## src/rtl/nbd_defs.vh

```
`ifndef NBD_DEFS_VH
`define NBD_DEFS_VH

// ---------------------------------------------
// Request kinds
// ---------------------------------------------
`define NBD_KIND_CMD 3'h0
`define NBD_KIND_ADDR 3'h1
`define NBD_KIND_DIN 3'h2
`define NBD_KIND_DOUT 3'h3
`define NBD_KIND_WAIT 3'h4

// ---------------------------------------------
// Opcodes
// ---------------------------------------------
`define NBD_OP_READ1 8'h00
`define NBD_OP_READ2 8'h30
`define NBD_OP_CACHE_RD 8'h31
`define NBD_OP_CACHE_END 8'h3F
`define NBD_OP_RDOUT1 8'h05
`define NBD_OP_RDOUT2 8'hE0
`define NBD_OP_PROG1 8'h80
`define NBD_OP_PROG1_OLD 8'h81
`define NBD_OP_PROG2 8'h10
`define NBD_OP_PLANE_P 8'h11
`define NBD_OP_CACHE_PG 8'h15
`define NBD_OP_RDIN 8'h85
`define NBD_OP_ERASE1 8'h60
`define NBD_OP_ERASE2 8'hD0
`define NBD_OP_PLANE_E 8'hD1
`define NBD_OP_RESET 8'hFF
`define NBD_OP_ID 8'h90
`define NBD_OP_PARAM 8'hEC
`define NBD_OP_UID 8'hED
`define NBD_OP_SETF 8'hEF
`define NBD_OP_GETF 8'hEE
`define NBD_OP_STATUS 8'h70
`define NBD_OP_STATUS_ENH 8'h78

// ---------------------------------------------
// Timing
// ---------------------------------------------
`define NBD_CLK_NS 40
`define NBD_ADDR_DATA_NS 70
`define NBD_TURN_NS 60
`define NBD_WB_NS 100
`define NBD_BUSY_MAX_US 500
`define NBD_ADDR_DATA_CYC ((`NBD_ADDR_DATA_NS + `NBD_CLK_NS - 1) / `NBD_CLK_NS)
`define NBD_TURN_CYC ((`NBD_TURN_NS + `NBD_CLK_NS - 1) / `NBD_CLK_NS)
`define NBD_WB_CYC ((`NBD_WB_NS + `NBD_CLK_NS - 1) / `NBD_CLK_NS)
// 500 us of 40 ns cycles, sized for the 14-bit wait counter
`define NBD_BUSY_MAX_CYC 14'h30D4

`endif

```

## src/rtl/nbd_host.v

```verilog
`timescale 1ns/1ns
`include "nbd_defs.vh"
module nbd_host #(
  parameter [13:0] BUSY_LIMIT = `NBD_BUSY_MAX_CYC
) (
  // Clock and reset
  input wire clk,
  input wire rst_b,
  // Request side
  input wire req_valid,
  input wire [2:0] req_kind,
  input wire [7:0] req_byte,
  output reg req_ready_r,
  input wire prog_enable,
  // Read data side
  output reg rd_valid_r,
  output reg [7:0] rd_data_r,
  input wire rd_ready,
  // Event pulses
  output reg bad_cmd_r,
  output reg timeout_r,
  // Flash pins
  output reg chip_select_n_r,
  output reg command_latch_strobe_r,
  output reg address_latch_strobe_r,
  output reg write_strobe_n_r,
  output reg read_strobe_n_r,
  output reg write_protect_n_r,
  output reg [7:0] io_out_r,
  output reg io_oe_r,
  input wire [7:0] io_in,
  input wire ready_busy_n
);

  // ---------------------------------------------
  // Constants
  // ---------------------------------------------
  localparam [2:0] S_IDLE = 3'h0;
  localparam [2:0] S_SETUP = 3'h1;
  localparam [2:0] S_STRB = 3'h2;
  localparam [2:0] S_HOLD = 3'h3;
  localparam [2:0] S_BWAIT = 3'h4;
  localparam [2:0] S_POLL = 3'h5;
  // Cycle counts, cut on purpose to the gap counter's width
  localparam integer ADL_INT = `NBD_ADDR_DATA_CYC;
  localparam integer TURN_INT = `NBD_TURN_CYC;
  localparam integer WB_INT = `NBD_WB_CYC;
  localparam [3:0] ADL_CYC = ADL_INT[3:0];
  localparam [3:0] TURN_CYC = TURN_INT[3:0];
  localparam [3:0] WB_CYC = WB_INT[3:0];

  // ---------------------------------------------
  // Opcode classification
  // ---------------------------------------------
  // Defined opcode bytes of all sequences
  function op_known;
    input [7:0] op;
    begin
      case (op)
        `NBD_OP_READ1, `NBD_OP_READ2, `NBD_OP_CACHE_RD,
        `NBD_OP_CACHE_END, `NBD_OP_RDOUT1, `NBD_OP_RDOUT2,
        `NBD_OP_PROG1, `NBD_OP_PROG2, `NBD_OP_CACHE_PG,
        `NBD_OP_RDIN, `NBD_OP_ERASE1, `NBD_OP_ERASE2, `NBD_OP_RESET,
        `NBD_OP_ID, `NBD_OP_PARAM, `NBD_OP_UID,
        `NBD_OP_SETF, `NBD_OP_GETF,
        `NBD_OP_STATUS, `NBD_OP_STATUS_ENH,
        `NBD_OP_PLANE_P, `NBD_OP_PLANE_E,
        `NBD_OP_PROG1_OLD: op_known = 1'b1;
        default: op_known = 1'b0;
      endcase
    end
  endfunction

  // Opcodes that start or carry program and erase
  function op_writes;
    input [7:0] op;
    begin
      case (op)
        `NBD_OP_PROG1, `NBD_OP_PROG1_OLD, `NBD_OP_PROG2,
        `NBD_OP_PLANE_P, `NBD_OP_CACHE_PG, `NBD_OP_RDIN,
        `NBD_OP_ERASE1, `NBD_OP_ERASE2,
        `NBD_OP_PLANE_E: op_writes = 1'b1;
        default: op_writes = 1'b0;
      endcase
    end
  endfunction

  // Opcodes the device takes while busy
  function op_busy_ok;
    input [7:0] op;
    begin
      op_busy_ok = (op == `NBD_OP_RESET) || (op == `NBD_OP_STATUS) ||
                   (op == `NBD_OP_STATUS_ENH);
    end
  endfunction

  // ---------------------------------------------
  // State
  // ---------------------------------------------
  reg [2:0] state_r;
  reg [2:0] state_nxt;
  reg [2:0] kind_r;
  reg [7:0] byte_r;
  reg [3:0] gap_r;
  reg [3:0] gap_nxt;
  reg last_addr_r;
  reg last_read_r;
  reg [13:0] wait_r;
  reg skid_v_r;
  reg [7:0] skid_r;
  reg push;
  reg accept;
  reg drop;
  wire pop;
  wire is_read;
  wire buf_full;

  assign pop = rd_valid_r & rd_ready;
  assign buf_full = rd_valid_r & skid_v_r & ~pop;
  assign is_read = (kind_r == `NBD_KIND_DOUT);

  // ---------------------------------------------
  // Sequencer next state
  // ---------------------------------------------
  always @* begin
    state_nxt = state_r;
    gap_nxt = (gap_r != 4'h0) ? gap_r - 4'h1 : 4'h0;
    accept = 1'b0;
    drop = 1'b0;
    push = 1'b0;
    case (state_r)
      S_IDLE: begin
        // One request at a time, in arrival order, so nothing is
        // slipped between the cycles of a multi-cycle sequence
        if (req_valid && req_ready_r) begin
          accept = 1'b1;
          if (req_kind == `NBD_KIND_CMD &&
              (!op_known(req_byte) ||
               (op_writes(req_byte) && !prog_enable))) begin
            drop = 1'b1;
          end else if (req_kind == `NBD_KIND_WAIT) begin
            state_nxt = S_POLL;
          end else begin
            state_nxt = S_BWAIT;
          end
        end
      end
      S_BWAIT: begin
        // Stall while busy unless the opcode is busy-safe
        if (gap_r == 4'h0 &&
            (ready_busy_n || (kind_r == `NBD_KIND_CMD &&
                              op_busy_ok(byte_r)))) begin
          state_nxt = S_SETUP;
        end
      end
      S_SETUP: state_nxt = S_STRB;
      S_STRB: begin
        state_nxt = S_HOLD;
        push = is_read;
      end
      S_HOLD: begin
        state_nxt = S_IDLE;
        if (kind_r == `NBD_KIND_CMD) begin
          gap_nxt = WB_CYC;
        end
      end
      S_POLL: begin
        if (gap_r == 4'h0 && (ready_busy_n || wait_r == 14'h0)) begin
          state_nxt = S_IDLE;
        end
      end
      default: state_nxt = S_IDLE;
    endcase
    if (accept && !drop) begin
      if (req_kind == `NBD_KIND_DIN && last_addr_r && gap_r < ADL_CYC) begin
        gap_nxt = ADL_CYC;
      end else if ((req_kind == `NBD_KIND_DOUT) != last_read_r) begin
        gap_nxt = (gap_r > TURN_CYC) ? gap_r : TURN_CYC;
      end
    end
  end

  // ---------------------------------------------
  // Sequencer registers
  // ---------------------------------------------
  always @(posedge clk) begin
    if (!rst_b) begin
      state_r <= S_IDLE;
      kind_r <= `NBD_KIND_CMD;
      byte_r <= 8'h00;
      gap_r <= 4'h0;
      last_addr_r <= 1'b0;
      last_read_r <= 1'b0;
      wait_r <= 14'h0000;
      req_ready_r <= 1'b0;
      bad_cmd_r <= 1'b0;
      timeout_r <= 1'b0;
    end else begin
      state_r <= state_nxt;
      gap_r <= gap_nxt;
      req_ready_r <= (state_nxt == S_IDLE) && !buf_full && !accept;
      bad_cmd_r <= drop;
      timeout_r <= (state_r == S_POLL) && (gap_r == 4'h0) &&
                   !ready_busy_n && (wait_r == 14'h0);
      if (accept) begin
        kind_r <= req_kind;
        byte_r <= req_byte;
      end
      if (accept && !drop && req_kind != `NBD_KIND_WAIT) begin
        last_addr_r <= (req_kind == `NBD_KIND_ADDR);
        last_read_r <= (req_kind == `NBD_KIND_DOUT);
      end
      if (accept && req_kind == `NBD_KIND_WAIT) begin
        wait_r <= BUSY_LIMIT;
      end else if (state_r == S_POLL && wait_r != 14'h0) begin
        wait_r <= wait_r - 14'h0001;
      end
    end
  end

  // ---------------------------------------------
  // Pin drive
  // ---------------------------------------------
  always @(posedge clk) begin
    if (!rst_b) begin
      chip_select_n_r <= 1'b1;
      command_latch_strobe_r <= 1'b0;
      address_latch_strobe_r <= 1'b0;
      write_strobe_n_r <= 1'b1;
      read_strobe_n_r <= 1'b1;
      write_protect_n_r <= 1'b0;
      io_out_r <= 8'h00;
      io_oe_r <= 1'b0;
    end else begin
      write_protect_n_r <= prog_enable;
      if (state_nxt == S_SETUP || state_nxt == S_STRB ||
          state_nxt == S_HOLD) begin
        chip_select_n_r <= 1'b0;
        command_latch_strobe_r <= (kind_r == `NBD_KIND_CMD);
        address_latch_strobe_r <= (kind_r == `NBD_KIND_ADDR);
        io_out_r <= byte_r;
        io_oe_r <= !is_read;
        write_strobe_n_r <= !(state_nxt == S_STRB && !is_read);
        read_strobe_n_r <= !(state_nxt == S_STRB && is_read);
      end else begin
        chip_select_n_r <= 1'b1;
        command_latch_strobe_r <= 1'b0;
        address_latch_strobe_r <= 1'b0;
        write_strobe_n_r <= 1'b1;
        read_strobe_n_r <= 1'b1;
        io_oe_r <= 1'b0;
      end
    end
  end

  // ---------------------------------------------
  // Two-entry read buffer
  // ---------------------------------------------
  always @(posedge clk) begin
    if (!rst_b) begin
      rd_valid_r <= 1'b0;
      rd_data_r <= 8'h00;
      skid_v_r <= 1'b0;
      skid_r <= 8'h00;
    end else if (!rd_valid_r || pop) begin
      rd_valid_r <= skid_v_r | push;
      rd_data_r <= skid_v_r ? skid_r : io_in;
      skid_v_r <= skid_v_r & push;
      if (push) begin
        skid_r <= io_in;
      end
    end else if (push) begin
      skid_v_r <= 1'b1;
      skid_r <= io_in;
    end
  end

endmodule

```

## config.mk

```make
export PLATFORM = sky130hd
export DESIGN_NAME = nbd_host
export DESIGN_NICKNAME = d
export VERILOG_FILES = /design/src/rtl/nbd_host.v
export VERILOG_INCLUDE_DIRS = /design/src /design/src/rtl
export SDC_FILE = /design/constraint.sdc
export NUM_CORES = 1
export LEC_CHECK = 0
export ABC_AREA = 0
export BUFFER_PORTS_ARGS = -buffer_cell sky130_fd_sc_hd__buf_2
export CORE_MARGIN = 2
export CORE_UTILIZATION = 48
export DETAILED_ROUTE_END_ITERATION = 8
export HOLD_SLACK_MARGIN = 0.06
export PLACE_DENSITY_LB_ADDON = 0.1
export RECOVER_POWER = 25
export SLEW_MARGIN = 10
export SYNTH_ARGS = -nofsm -noshare
export SYNTH_HDL_FRONTEND = slang
export SYNTH_SLANG_ARGS = --single-unit
export TNS_END_PERCENT = 50
```

## constraint.sdc

```tcl
create_clock -name clk -period 3.5 [get_ports clk]
set_input_delay 0.525 -clock clk [delete_from_list [all_inputs] [get_ports clk]]
set_output_delay 0.525 -clock clk [all_outputs]
set_load 0.01 [all_outputs]
```

# ---- After elaboration in Yosys (flattened, before gate mapping)
# Index checks and enable logic that the tools add are counted.
# W data, S select, Z words.
dict set report totals {
  reg_bits 70
  in_bits 25
  out_inout_bits 27
  wordCells 159
}
dict set report op_classes {
  addsub 2
  order_cmp 2
  eq_ne 42
  muxes 31
  bitwise 7
  n_reduce_logical 52
}
# op count
set op_table {}
lappend op_table {{$eq A8 B8 Y1 const B} 13}
lappend op_table {{$eq A8 B7 Y1 const B} 5}
lappend op_table {{$mux W14} 2}
lappend op_table {{$mux W4} 7}
lappend op_table {{$eq A8 B5 Y1 const B} 3}
lappend op_table {{$eq A8 B6 Y1 const B} 3}
lappend op_table {{$reduce_or A23 Y1} 1}
lappend op_table {{$eq A3 B2 Y1 const B} 7}
lappend op_table {{$logic_and A1 B1 Y1} 19}
lappend op_table {{$mux W1} 16}
lappend op_table {{$pmux W3 S5} 1}
lappend op_table {{$logic_not A14 Y1} 1}
lappend op_table {{$reduce_bool A14 Y1} 1}
lappend op_table {{$sub A14 B1 Y14 const B} 1}
lappend op_table {{$eq A3 B1 Y1 const B} 4}
lappend op_table {{$logic_not A3 Y1} 4}
lappend op_table {{$mux W3} 4}
lappend op_table {{$logic_not A1 Y1} 10}
lappend op_table {{$eq A3 B3 Y1 const B} 3}
lappend op_table {{$reduce_or A9 Y1} 1}
lappend op_table {{$eq A8 B3 Y1 const B} 1}
lappend op_table {{$logic_not A8 Y1} 1}
lappend op_table {{$logic_or A1 B1 Y1} 8}
lappend op_table {{$mux W8} 1}
lappend op_table {{14 further kinds} 19}

# ---- Logic depth before layout (Yosys ltp)
# Gate-level depths: netlist (run 1).
dict set report logic_depth {
  word_depth 15
  ltp_mapped 9
  depth_no_buf 8
}

# ---- Worst setup path after synthesis (run 1)
# No wires, ideal clock.
dict set report synth_timing {
  path_type {input port to flip-flop}
  start {in req_kind[0]}
  end {reg io_out_r[0]}
  setup_ns 0.072
  arrival_time_ns 1.817
  required_ns 3.428
  setup_slack_ns 1.611
  cell_stages 7
  path_buffers 1
  cell_sequence {nor3b_2 -> nor4bb_1 -> o221ai_1 -> o211ai_2 -> o211a_1 -> buf_6 -> mux2i_1}
}
dict set report synth_via {
  elab_chain_cells 8
  elab_cells_between_ends 12
  classes_between {eq/ne: 4; mux: 4; reduce/logical: 4}
}
# element line_no
set synth_lines {}
lappend synth_lines {{from (decl)} nbd_host.v:11} ;# input wire [2:0] req_kind,
lappend synth_lines {{$eq A3 B3 Y1 (no source line) or $logic_not A3 Y1 (tied branches)} -}
lappend synth_lines {{$mux W1 or $logic_and A1 B1 Y1 (tied branches)} {nbd_host.v:141, nbd_host.v:137}}
lappend synth_lines {{$mux W3 (*)} nbd_host.v:137} ;# if (req_kind == `NBD_KIND_CMD &&
lappend synth_lines {{$mux W3 (*)} nbd_host.v:135} ;# if (req_valid && req_ready_r) begin
lappend synth_lines {{$pmux W3 S5 (*)} nbd_host.v:131} ;# case (state_r)
lappend synth_lines {{$eq A3 B1 Y1 or $eq A3 B2 Y1 (tied branches)} nbd_host.v:236} ;# if (state_nxt == S_SETUP || state_nxt == S_STRB ||
lappend synth_lines {{$logic_or A1 B1 Y1} nbd_host.v:236}
lappend synth_lines {{$logic_or A1 B1 Y1 (*)} nbd_host.v:236}
lappend synth_lines {{to (signal assigned)} nbd_host.v:241} ;# io_out_r <= byte_r;
lappend synth_lines {{to (decl)} nbd_host.v:29} ;# output reg [7:0] io_out_r,
# Mark *: on every way between the ends. The rest lies on a longest branch, timed or not.
# A chain may end at the register's enable or synchronous reset.

# ---- Worst setup path after layout (run 1)
dict set report layout_timing {
  start {in rst_b}
  end {reg write_strobe_n_r}
}
dict set report layout_via {
  elab_chain_cells 1
}
# element line_no
set layout_lines {}
lappend layout_lines {{from (decl)} nbd_host.v:8} ;# input wire rst_b,
lappend layout_lines {{$reduce_and A2 Y1 (no source line)} -}
lappend layout_lines {{to (signal assigned)} nbd_host.v:243} ;# write_strobe_n_r <= !(state_nxt == S_STRB && !is_read);
lappend layout_lines {{to (decl)} nbd_host.v:26} ;# output reg write_strobe_n_r,
# Every way passes these cells.

==> impl_metrics.toml, run 1 <==
[floorplan]
fp.coreArea_um2 = 6680
die_w_um = 86.5
initial_core_util = 0.489
dieArea_um2 = 7480
ios = 52
die_h_um = 86.5
row_count = 30

[sta]
fin_tns_setup_ns = 0
period_minus_slack_ns = 2.60
rsz0062_at_grt = "false"
fmax_mhz = 384
min_period_over_period = 0.743
worst-slew-pin-transition_ns = 1.13
skew_ns = 0.00774
setup_viol = 0
finalHoldViolCount = 0
drv_slew = 0
relSlewSlack = 0.249

[power]
power_leakage_nw = 1.41
powerDensity_nw_per_um2 = 442
peakVddDrop_mv = 0.272
p_total_w = 0.00163

[min_path]
hold_path_end = "skid_r[7]"
hold_depth = 3
worstHoldPathType = "primary input to flip-flop"
min_from = "io_in[7]"

[grt]
grtUsageTotal = 0.193
antenna_found_initial = 0
grt_max_degree = 45
grt_pass1_wl_mm = 11.5
grt_pass1_vias = 2412
grt-ovfl-total = 0

[logic_synthesis]
synth_flop_cell = "dfxtp_1"
synth.avg_cell_area_um2 = 8.82
synthDistinctLibCells = 66
synthTopCellsByCount = "70 x dfxtp_1, 58 x nand2_1, 40 x nor2_1"
yosysSeqAreaShare = 0.429
ys_ff_latch = 70
synth_most_common_cell = "dfxtp_1"
synth.area.top_cells = "dfxtp_1 43%, mux2i_1 7.7%, nand2_1 6.7%"
synthArstFlopShare = 0
syn_nets = 396
ys_warn_count = 0
synthCells = 370
synth_top_area_share = 0.429
syn-cell-area_um2 = 3260
synth_edf_count = 0
synth_top_area_cell = "dfxtp_1"

[outcome]
outcome = "completed"

[final_layout]
area_delta_synth_final_pct = 12.7
layout.nets = 442
antenna_cells = 0
drive_gt1_frac = 0.150

[drt]
ant_nets = 0
drt-initial-drc-count = 171
via_count = 2698
via_per_inst = 5.40
route.detailed.drc = 0
drt_pass1_iterations = 4
wl_mm = 6.81
wl_per_cell_um = 13.6

[clocking]
cts_tree = "yes"
post_cts.repair.setup_buffers = 0
cts_buffer_depth = 2
cts_resized = 0
holdBufCountCts = 0
htreeDepth = 3
cts-root-buf = "clkbuf_8"
clock_sinks = 70
cts_buffers = 9
worstSkewPairLatency_ns = 0.34
clk_pin_slew_ns = 0.07

[place]
dp_hpwl_mm = 4.68
gp_congestion = 0.862
port_buffers = 51

[setup_path]
required_ns = 3.70
critical_path.max_stage_delay_ns = 0.81
r2r_start = "wait_r[0]"
critPathArrivalTime_ns = 2.80
crit_type = "primary input to flip-flop"
reg2reg_to = "io_out_r[3]"
cp_cell_sequence = "clkbuf_1 > clkinv_1 > clkbuf_2 > nor4b_1 > o21ai_0"
crit_slowest_cell = "clkbuf_1"
crit_path_end_kind = "flip-flop"
path_max_fanout = 44
start_kind = "primary input"
ff2ff_path_depth = 8
rrSetupSlack_ns = 1.21

[job]
cap_viol_max_count = 0
==> kinds of logic (layout without fill, tap and decap cells) <==
kind of cell / count (synthesis) / in the layout / share of synthesized area
flops: 70 / 70 / 0.429
buf+inv: 30 / 80 / 0.0418
simple gates: 158 / 158 / 0.255
mux: 25 / 25 / 0.0767
fa+ha+maj: 2 / 2 / 0.00690
xor+xnor: 12 / 12 / 0.0322
compound gates: 73 / 73 / 0.158
==> worst max path at each step <==
stage	start	slack, ns	end	depth (start not counted)
global placement	req_byte[7]	0.96	io_out_r[3]	7
CTS	wait_r[0]	1.20	io_out_r[3]	8
floorplan	req_kind[0]	1.61	io_out_r[0]	7
global route	rst_b	0.63	write_strobe_n_r	5
finish	rst_b	0.90	write_strobe_n_r	5
detailed placement	req_byte[7]	0.91	io_out_r[2]	7
==> layout by cell type, fill, tap and decap left out, drive strengths merged, types with 2 or more instances in the layout <==
| cell type | instances |
|---|---|
| dfxtp | 70 |
| nand2 | 58 |
| nor2 | 40 |
| clkbuf | 36 |
| buf | 29 |
| mux2i | 25 |
| a21oi | 23 |
| o21ai | 12 |
| inv | 11 |
| a211oi | 11 |
| nor3 | 9 |
| nand2b | 8 |
| xnor2 | 7 |
| nor4 | 7 |
| xor2 | 5 |
| nor3b | 5 |
| o211ai | 5 |
| a31oi | 5 |
| nand3 | 4 |
| nor4b | 4 |
| or3 | 3 |
| nand3b | 3 |
| clkinv | 3 |
| o211a | 2 |
| and3 | 2 |
| nand4 | 2 |
| nor4bb | 2 |
| nand4b | 2 |
| and2 | 2 |
| nor2b | 2 |
| o31ai | 2 |
| or4 | 2 |
| o2111ai | 2 |
==> per-layer routing <==
| layer | global-route usage | part of all wire | routed length (um) |
|---|---|---|---|
| met3 | 0.0581 | 0.052 | 355 |
| met5 | 0 | 0 | 0 |
| met1 | 0.267 | 0.50 | 3410 |
| met4 | 0.0597 | 0.012 | 79 |
| met2 | 0.292 | 0.44 | 2960 |
==> registers in the layout, indices dropped and copies added (netlist names), 3 cells and up <==
signal / cells
io_out_r: 8
gap_r: 4
wait_r: 14
skid_r: 8
rd_data_r: 8
byte_r: 8
state_r: 3
kind_r: 3
==> per-stage QoR <==
step | hold WS (ns) | instance area (um^2) | util | cells | setup WS, ns
final | 0.432 | 3680 | 0.551 | 500 | 0.898
after global routing | 0.421 | 3680 | 0.551 | 500 | 0.634
after CTS | 0.424 | 3710 | 0.555 | 500 | 1.20
after detailed placement | 0.443 | 3540 | 0.530 | 485 | 0.910
after global placement | 0.439 | 3540 | 0.530 | 485 | 0.963
after floorplan | 0.439 | 3260 | - | 370 | 1.61
==> power by group <==
part	total, W	internal (W)	switching, W	leakage [nW]
Clock	0.000560	0.000273	0.000287	0.0824
Combinational	0.000209	0.0000821	0.000126	0.762
Sequential	0.000858	0.000829	0.0000293	0.568
Total	0.00163	0.00118	0.000442	1.41
==> worst max-delay path, delay by kind of cell <==
family / cells / cell delay, ns
buffers and inverters: 3 / 1.53
and+or+nand+nor: 1 / 0.56
AOI/OAI and AO/OA: 1 / 0.17
==> cell type report <==
class / count / area [um^2]
clock buffers: 12 / 145
clock inverters: 3 / 21.3
fillers: 659 / 3000
inverters: 12 / 45.0
multi-input cells: 270 / 1730
flip-flops and latches: 70 / 1400
well taps: 80 / 100
repair buffers: 53 / 239
Power figures use the tool's default switching activity.
==> run 2, diff against run 1 <==
- clock period: 3.5 -> 2.4 ns (I/O delays scaled with it)
==> run 2 against run 1 <==
Effect of this change: combinational power increased by 58%; critical path depth grew 4; highest routed layer unchanged; critical endpoint is now io_out_r[1]; largest cell class unchanged; count of clock-buffer cells in the layout did not move; wire length shrank 0.28%; non-clock buffer count up 8.
==> impl_metrics.toml, run 2 (same netlist as run 1, synthesis figures left out) <==
[place]
gp_congestion = 0.795
placedCellCount = 493
dp_hpwl_mm = 4.80
port_buffers = 51
pre_cts_slack_ns = 0.230

[clocking]
cts_buffers = 9
cts_resized = 0
clk_pin_slew_ns = 0.08
htreeDepth = 3
holdBufCountCts = 0
worstSkewPairLatency_ns = 0.34
cts_tree = "yes"
clock_sinks = 70
cts-root-buf = "clkbuf_8"
post_cts.repair.setup_buffers = 0
cts_buffer_depth = 2

[setup_path]
crit_slowest_cell = "dfxtp_1"
cp_cell_sequence = "inv_1 > ha_1 > nor4b_4 > a41oi_1 > o221ai_1 > o211ai_2 > o211a_1 > buf_4 > mux2i_1"
critical_path.top_delay_family = "compound AO/OA/AOI/OAI gates"
r2r_start = "wait_r[0]"
critPathArrivalTime_ns = 2.29
start_kind = "flip-flop"
required_ns = 2.63
rrSetupSlack_ns = 0.34
crit_type = "flip-flop to flip-flop"
crit_path_end_kind = "flip-flop"
crit_buf_inv = 2
path_max_fanout = 8
reg2reg_to = "io_out_r[1]"
ff2ff_path_depth = 9
critical_path.max_stage_delay_ns = 0.32

[drt]
drt-initial-drc-count = 129
wl_per_cell_um = 13.3
drt_pass1_iterations = 4
via_count = 2720
ant_nets = 0
wl_mm = 6.79
via_per_inst = 5.34
route.detailed.drc = 0

[final_layout]
instances_no_fill = 509
final_common_cell = "dfxtp_1"
layout.nets = 450
antenna_cells = 0
drive_gt1_frac = 0.168
area_delta_synth_final_pct = 15.9
largest_register_ffs = 14
fillers = 638
top_register = "wait_r"
layout_common_cells = "70 x dfxtp_1, 58 x nand2_1, 40 x nor2_1"

[floorplan]
die_h_um = 86.5
die_w_um = 86.5
row_count = 30
ios = 52
dieArea_um2 = 7480
fp.coreArea_um2 = 6680
initial_core_util = 0.489

[power]
power_leakage_nw = 1.47
p_total_w = 0.00256
peakVddDrop_mv = 0.350
powerDensity_nw_per_um2 = 678

[sta]
fmax_mhz = 485
finalHoldViolCount = 0
relSlewSlack = 0.235
drv_slew = 0
whs_ns = 0.262
setup_viol = 0
worst-slew-pin-transition_ns = 1.15
fin_tns_setup_ns = 0
rsz0062_at_grt = "false"
min_period_over_period = 0.860
period_minus_slack_ns = 2.06
layout_setup_ws_ns = 0.337
skew_ns = 0.00818

[grt]
gr-usage-met2 = 0.253
grt_use_met1 = 0.297
antenna_found_initial = 0
busiest_layer = "met1"
grt_pass1_wl_mm = 11.4
grt-ovfl-total = 0
grt_pass1_vias = 2394
use_met3 = 0.0505
grtUsageTotal = 0.192
grt_max_degree = 27

[min_path]
min_from = "io_in[7]"
worstHoldPathType = "primary input to flip-flop"
hold_depth = 3
hold_path_end = "skid_r[7]"

[outcome]
outcome = "completed"

[job]
cap_viol_max_count = 0
==> run 2: power by group <==
group	total, W	switching (W)	internal (W)
sequential	0.00124	0.0000361	0.00121
combinational	0.000330	0.000193	0.000137
clock	0.000991	0.000450	0.000541
==> run 2: routing by layer <==
layer | part of all wire | up-vias
li1 | - | 1417
met1 | 0.53 | 1250
met2 | 0.41 | 47
met3 | 0.046 | 6
met4 | 0.0097 | 0
met5 | 0 | -
==> run 2: final cells by class <==
cell class / count / area (um^2) / share of cell area
Multi-Input combinational cell: 270 / 1730 / 0.456
Clock buffer: 12 / 155 / 0.0410
Timing Repair Buffer: 61 / 300 / 0.0794
Clock inverter: 4 / 55.1 / 0.0146
Tap cell: 80 / 100 / 0.0265
Inverter: 12 / 45.0 / 0.0119
Sequential cell: 70 / 1400 / 0.370
==> run 2: how the worst max path moves through the flow <==
stage,startpoint,endpoint,slack (ns),depth (start not counted)
floorplan,wait_r[0],io_out_r[0],0.57,9
global placement,req_byte[7],req_ready_r,0.29,8
detailed placement,req_kind[0],io_out_r[2],0.23,8
CTS,wait_r[0],io_out_r[2],0.33,9
global route,wait_r[0],io_out_r[2],0.20,9
finish,wait_r[0],io_out_r[1],0.34,9
==> run 2: worst min-delay path, delay by kind of cell <==
family                 cells  cell delay [ns]
multiplexers               1             0.05
AND/OR/NAND/NOR            1             0.07
buffers and inverters      1             0.08
==> run 2: stage by stage <==
stage                     instance area [um^2]   util
after CTS                                 3810  0.571
after detailed placement                  3600  0.539
final                                     3780  0.566
after global routing                      3780  0.566
after global placement                    3600  0.539
after floorplan                           3260      -
==> run 3, diff against run 2 <==
--- a/config.mk
+++ b/config.mk
@@ -20,2 +20,2 @@
 export SYNTH_SLANG_ARGS = --single-unit
-export TNS_END_PERCENT = 50
+export TNS_END_PERCENT = 10
==> constraint.sdc (replaced) <==
create_clock -name clk -period 2.4 [get_ports clk]
set_input_delay 0.24 -clock clk [delete_from_list [all_inputs] [get_ports clk]]
set_output_delay 0.24 -clock clk [all_outputs]
set_load 0.01 [all_outputs]
==> run 3 against run 2 <==
Effect of this change: critical path depth decreased by 1; sequential share of layout area down 0.061 points; via count grew 0.74%; critical path type unchanged; largest cell class unchanged; largest power group unchanged; highest routed layer unchanged.
==> impl_metrics.toml, run 3 (same netlist as run 1, synthesis figures left out) <==
[grt]
grt_pass1_vias = 2539
grtUsageTotal = 0.197
antenna_found_initial = 0
grt-ovfl-total = 0
grt_pass1_wl_mm = 11.9
grt_max_degree = 29

[setup_path]
crit_slowest_cell = "o211a_2"
crit_buf_inv = 1
path_max_fanout = 8
start_kind = "flip-flop"
critical_path.max_stage_delay_ns = 0.39
critical_path.top_delay_family = "compound AO/OA/AOI/OAI gates"
required_ns = 2.67
critPathArrivalTime_ns = 2.43
crit_path_end_kind = "flip-flop"
cp_cell_sequence = "inv_1 > ha_1 > nor4b_4 > nand4_1 > o2bb2ai_1 > a21oi_2 > o211a_2 > mux2i_1"
crit_type = "flip-flop to flip-flop"

[sta]
fmax_mhz = 463
finalHoldViolCount = 0
rsz0062_at_grt = "false"
drv_slew = 0
relSlewSlack = 0.542
min_period_over_period = 0.900
worst-slew-pin-transition_ns = 0.678
setup_viol = 0
layout_setup_ws_ns = 0.241
skew_ns = 0.0116
fin_tns_setup_ns = 0
period_minus_slack_ns = 2.16

[drt]
via_per_inst = 5.40
wl_mm = 7.04
drt_pass1_iterations = 4
via_count = 2740
ant_nets = 0
wl_per_cell_um = 13.9
drt-initial-drc-count = 161
route.detailed.drc = 0

[place]
dp_hpwl_mm = 4.97
gp_congestion = 0.867
port_buffers = 51
pre_cts_slack_ns = 0.209

[job]
cap_viol_max_count = 0

[min_path]
worstHoldPathType = "primary input to flip-flop"

[floorplan]
row_count = 30
fp.coreArea_um2 = 6680
ios = 52
die_h_um = 86.5
initial_core_util = 0.489
dieArea_um2 = 7480
die_w_um = 86.5

[clocking]
htreeDepth = 3
post_cts.repair.setup_buffers = 0
cts-root-buf = "clkbuf_8"
cts_buffer_depth = 2
clock_sinks = 70
cts_tree = "yes"
cts_buffers = 9
clk_pin_slew_ns = 0.08
worstSkewPairLatency_ns = 0.34

[final_layout]
regArea_um2 = 1400
largest_register_ffs = 14
final_common_cell = "dfxtp_1"
fillers = 644
layout_common_cells = "70 x dfxtp_1, 58 x nand2_1, 40 x nor2_1"
drive_gt1_frac = 0.169
multi_input_area_um2 = 1730
layout.nets = 448
antenna_cells = 0
top_register = "wait_r"
area_delta_synth_final_pct = 16.1

[power]
peakVddDrop_mv = 0.442
power_leakage_nw = 1.47
powerDensity_nw_per_um2 = 702

[outcome]
outcome = "completed"
-- run 3: cell types whose count changed in the layout (fill, tap and decap cells not counted) --
cell        before  now
clkbuf_1        25   24
o211a_2          0    1
clkinvlp_4       1    0
o211a_1          2    1
inv_6            0    1
buf_4           10    7
bufinv_16        1    2
clkinv_4         2    1
buf_2           27   29
-- run 3: per-stage QoR --
step                total power [W]  std cells  utilization  cell area [um^2]  hold slack, ns
floorplan                   0.00149        370            -              3260           0.375
global placement            0.00159        491        0.537              3590           0.441
detailed placement          0.00159        491        0.537              3590           0.445
CTS                         0.00270        507        0.572              3820           0.142
global route                0.00279        507        0.567              3790           0.150
finish                      0.00266        507        0.567              3790           0.150
-- run 3: final timing paths --
kind                             startpoint           to  slack, ns  cells past startpoint
worst max-delay path              wait_r[0]  io_out_r[7]       0.24                      8
worst max register to register    wait_r[0]  io_out_r[7]       0.24                      8
worst min-delay path               io_in[5]    skid_r[5]       0.15                      3
worst min register to register  io_out_r[0]  io_out_r[0]       0.45                      2
-- run 3: layer usage --
| layer | GRT usage | wire, um | part of all wire |
|---|---|---|---|
| met5 | 0 | 0 | 0 |
| met4 | 0.0625 | 80 | 0.011 |
| met3 | 0.0390 | 325 | 0.046 |
| met2 | 0.294 | 3000 | 0.43 |
| met1 | 0.287 | 3630 | 0.52 |
-- run 3: power by group --
part | switching [W] | total [W] | internal [W]
clock network | 0.000446 | 0.00109 | 0.000649
registers | 0.0000435 | 0.00125 | 0.00121
logic | 0.000186 | 0.000314 | 0.000127
-- run 3: timing repair --
action | CTS | global route
endpoints found under the setup margin | 0 | 8
hold endpoints to repair | 0 | 0
hold buffers | 0 | 0
resized for setup | 0 | 1
-- run 3: worst register-to-register path: cells and delay by family, from the launching register on --
kind            cells  cell delay, ns
fa+ha+maj           1            0.18
mux                 1            0.21
compound gates      3            0.77
buf+inv             1            0.10
simple gates        2            0.50
flops               1            0.32
-- run 3: area by class of cell --
| class | instances | area share |
|---|---|---|
| Timing Repair Buffer | 59 | 0.0749 |
| Multi-Input combinational cell | 270 | 0.456 |
| Tap cell | 80 | 0.0264 |
| Inverter | 12 | 0.0119 |
| Sequential cell | 70 | 0.370 |
| Clock inverter | 4 | 0.0205 |
| Clock buffer | 12 | 0.0409 |
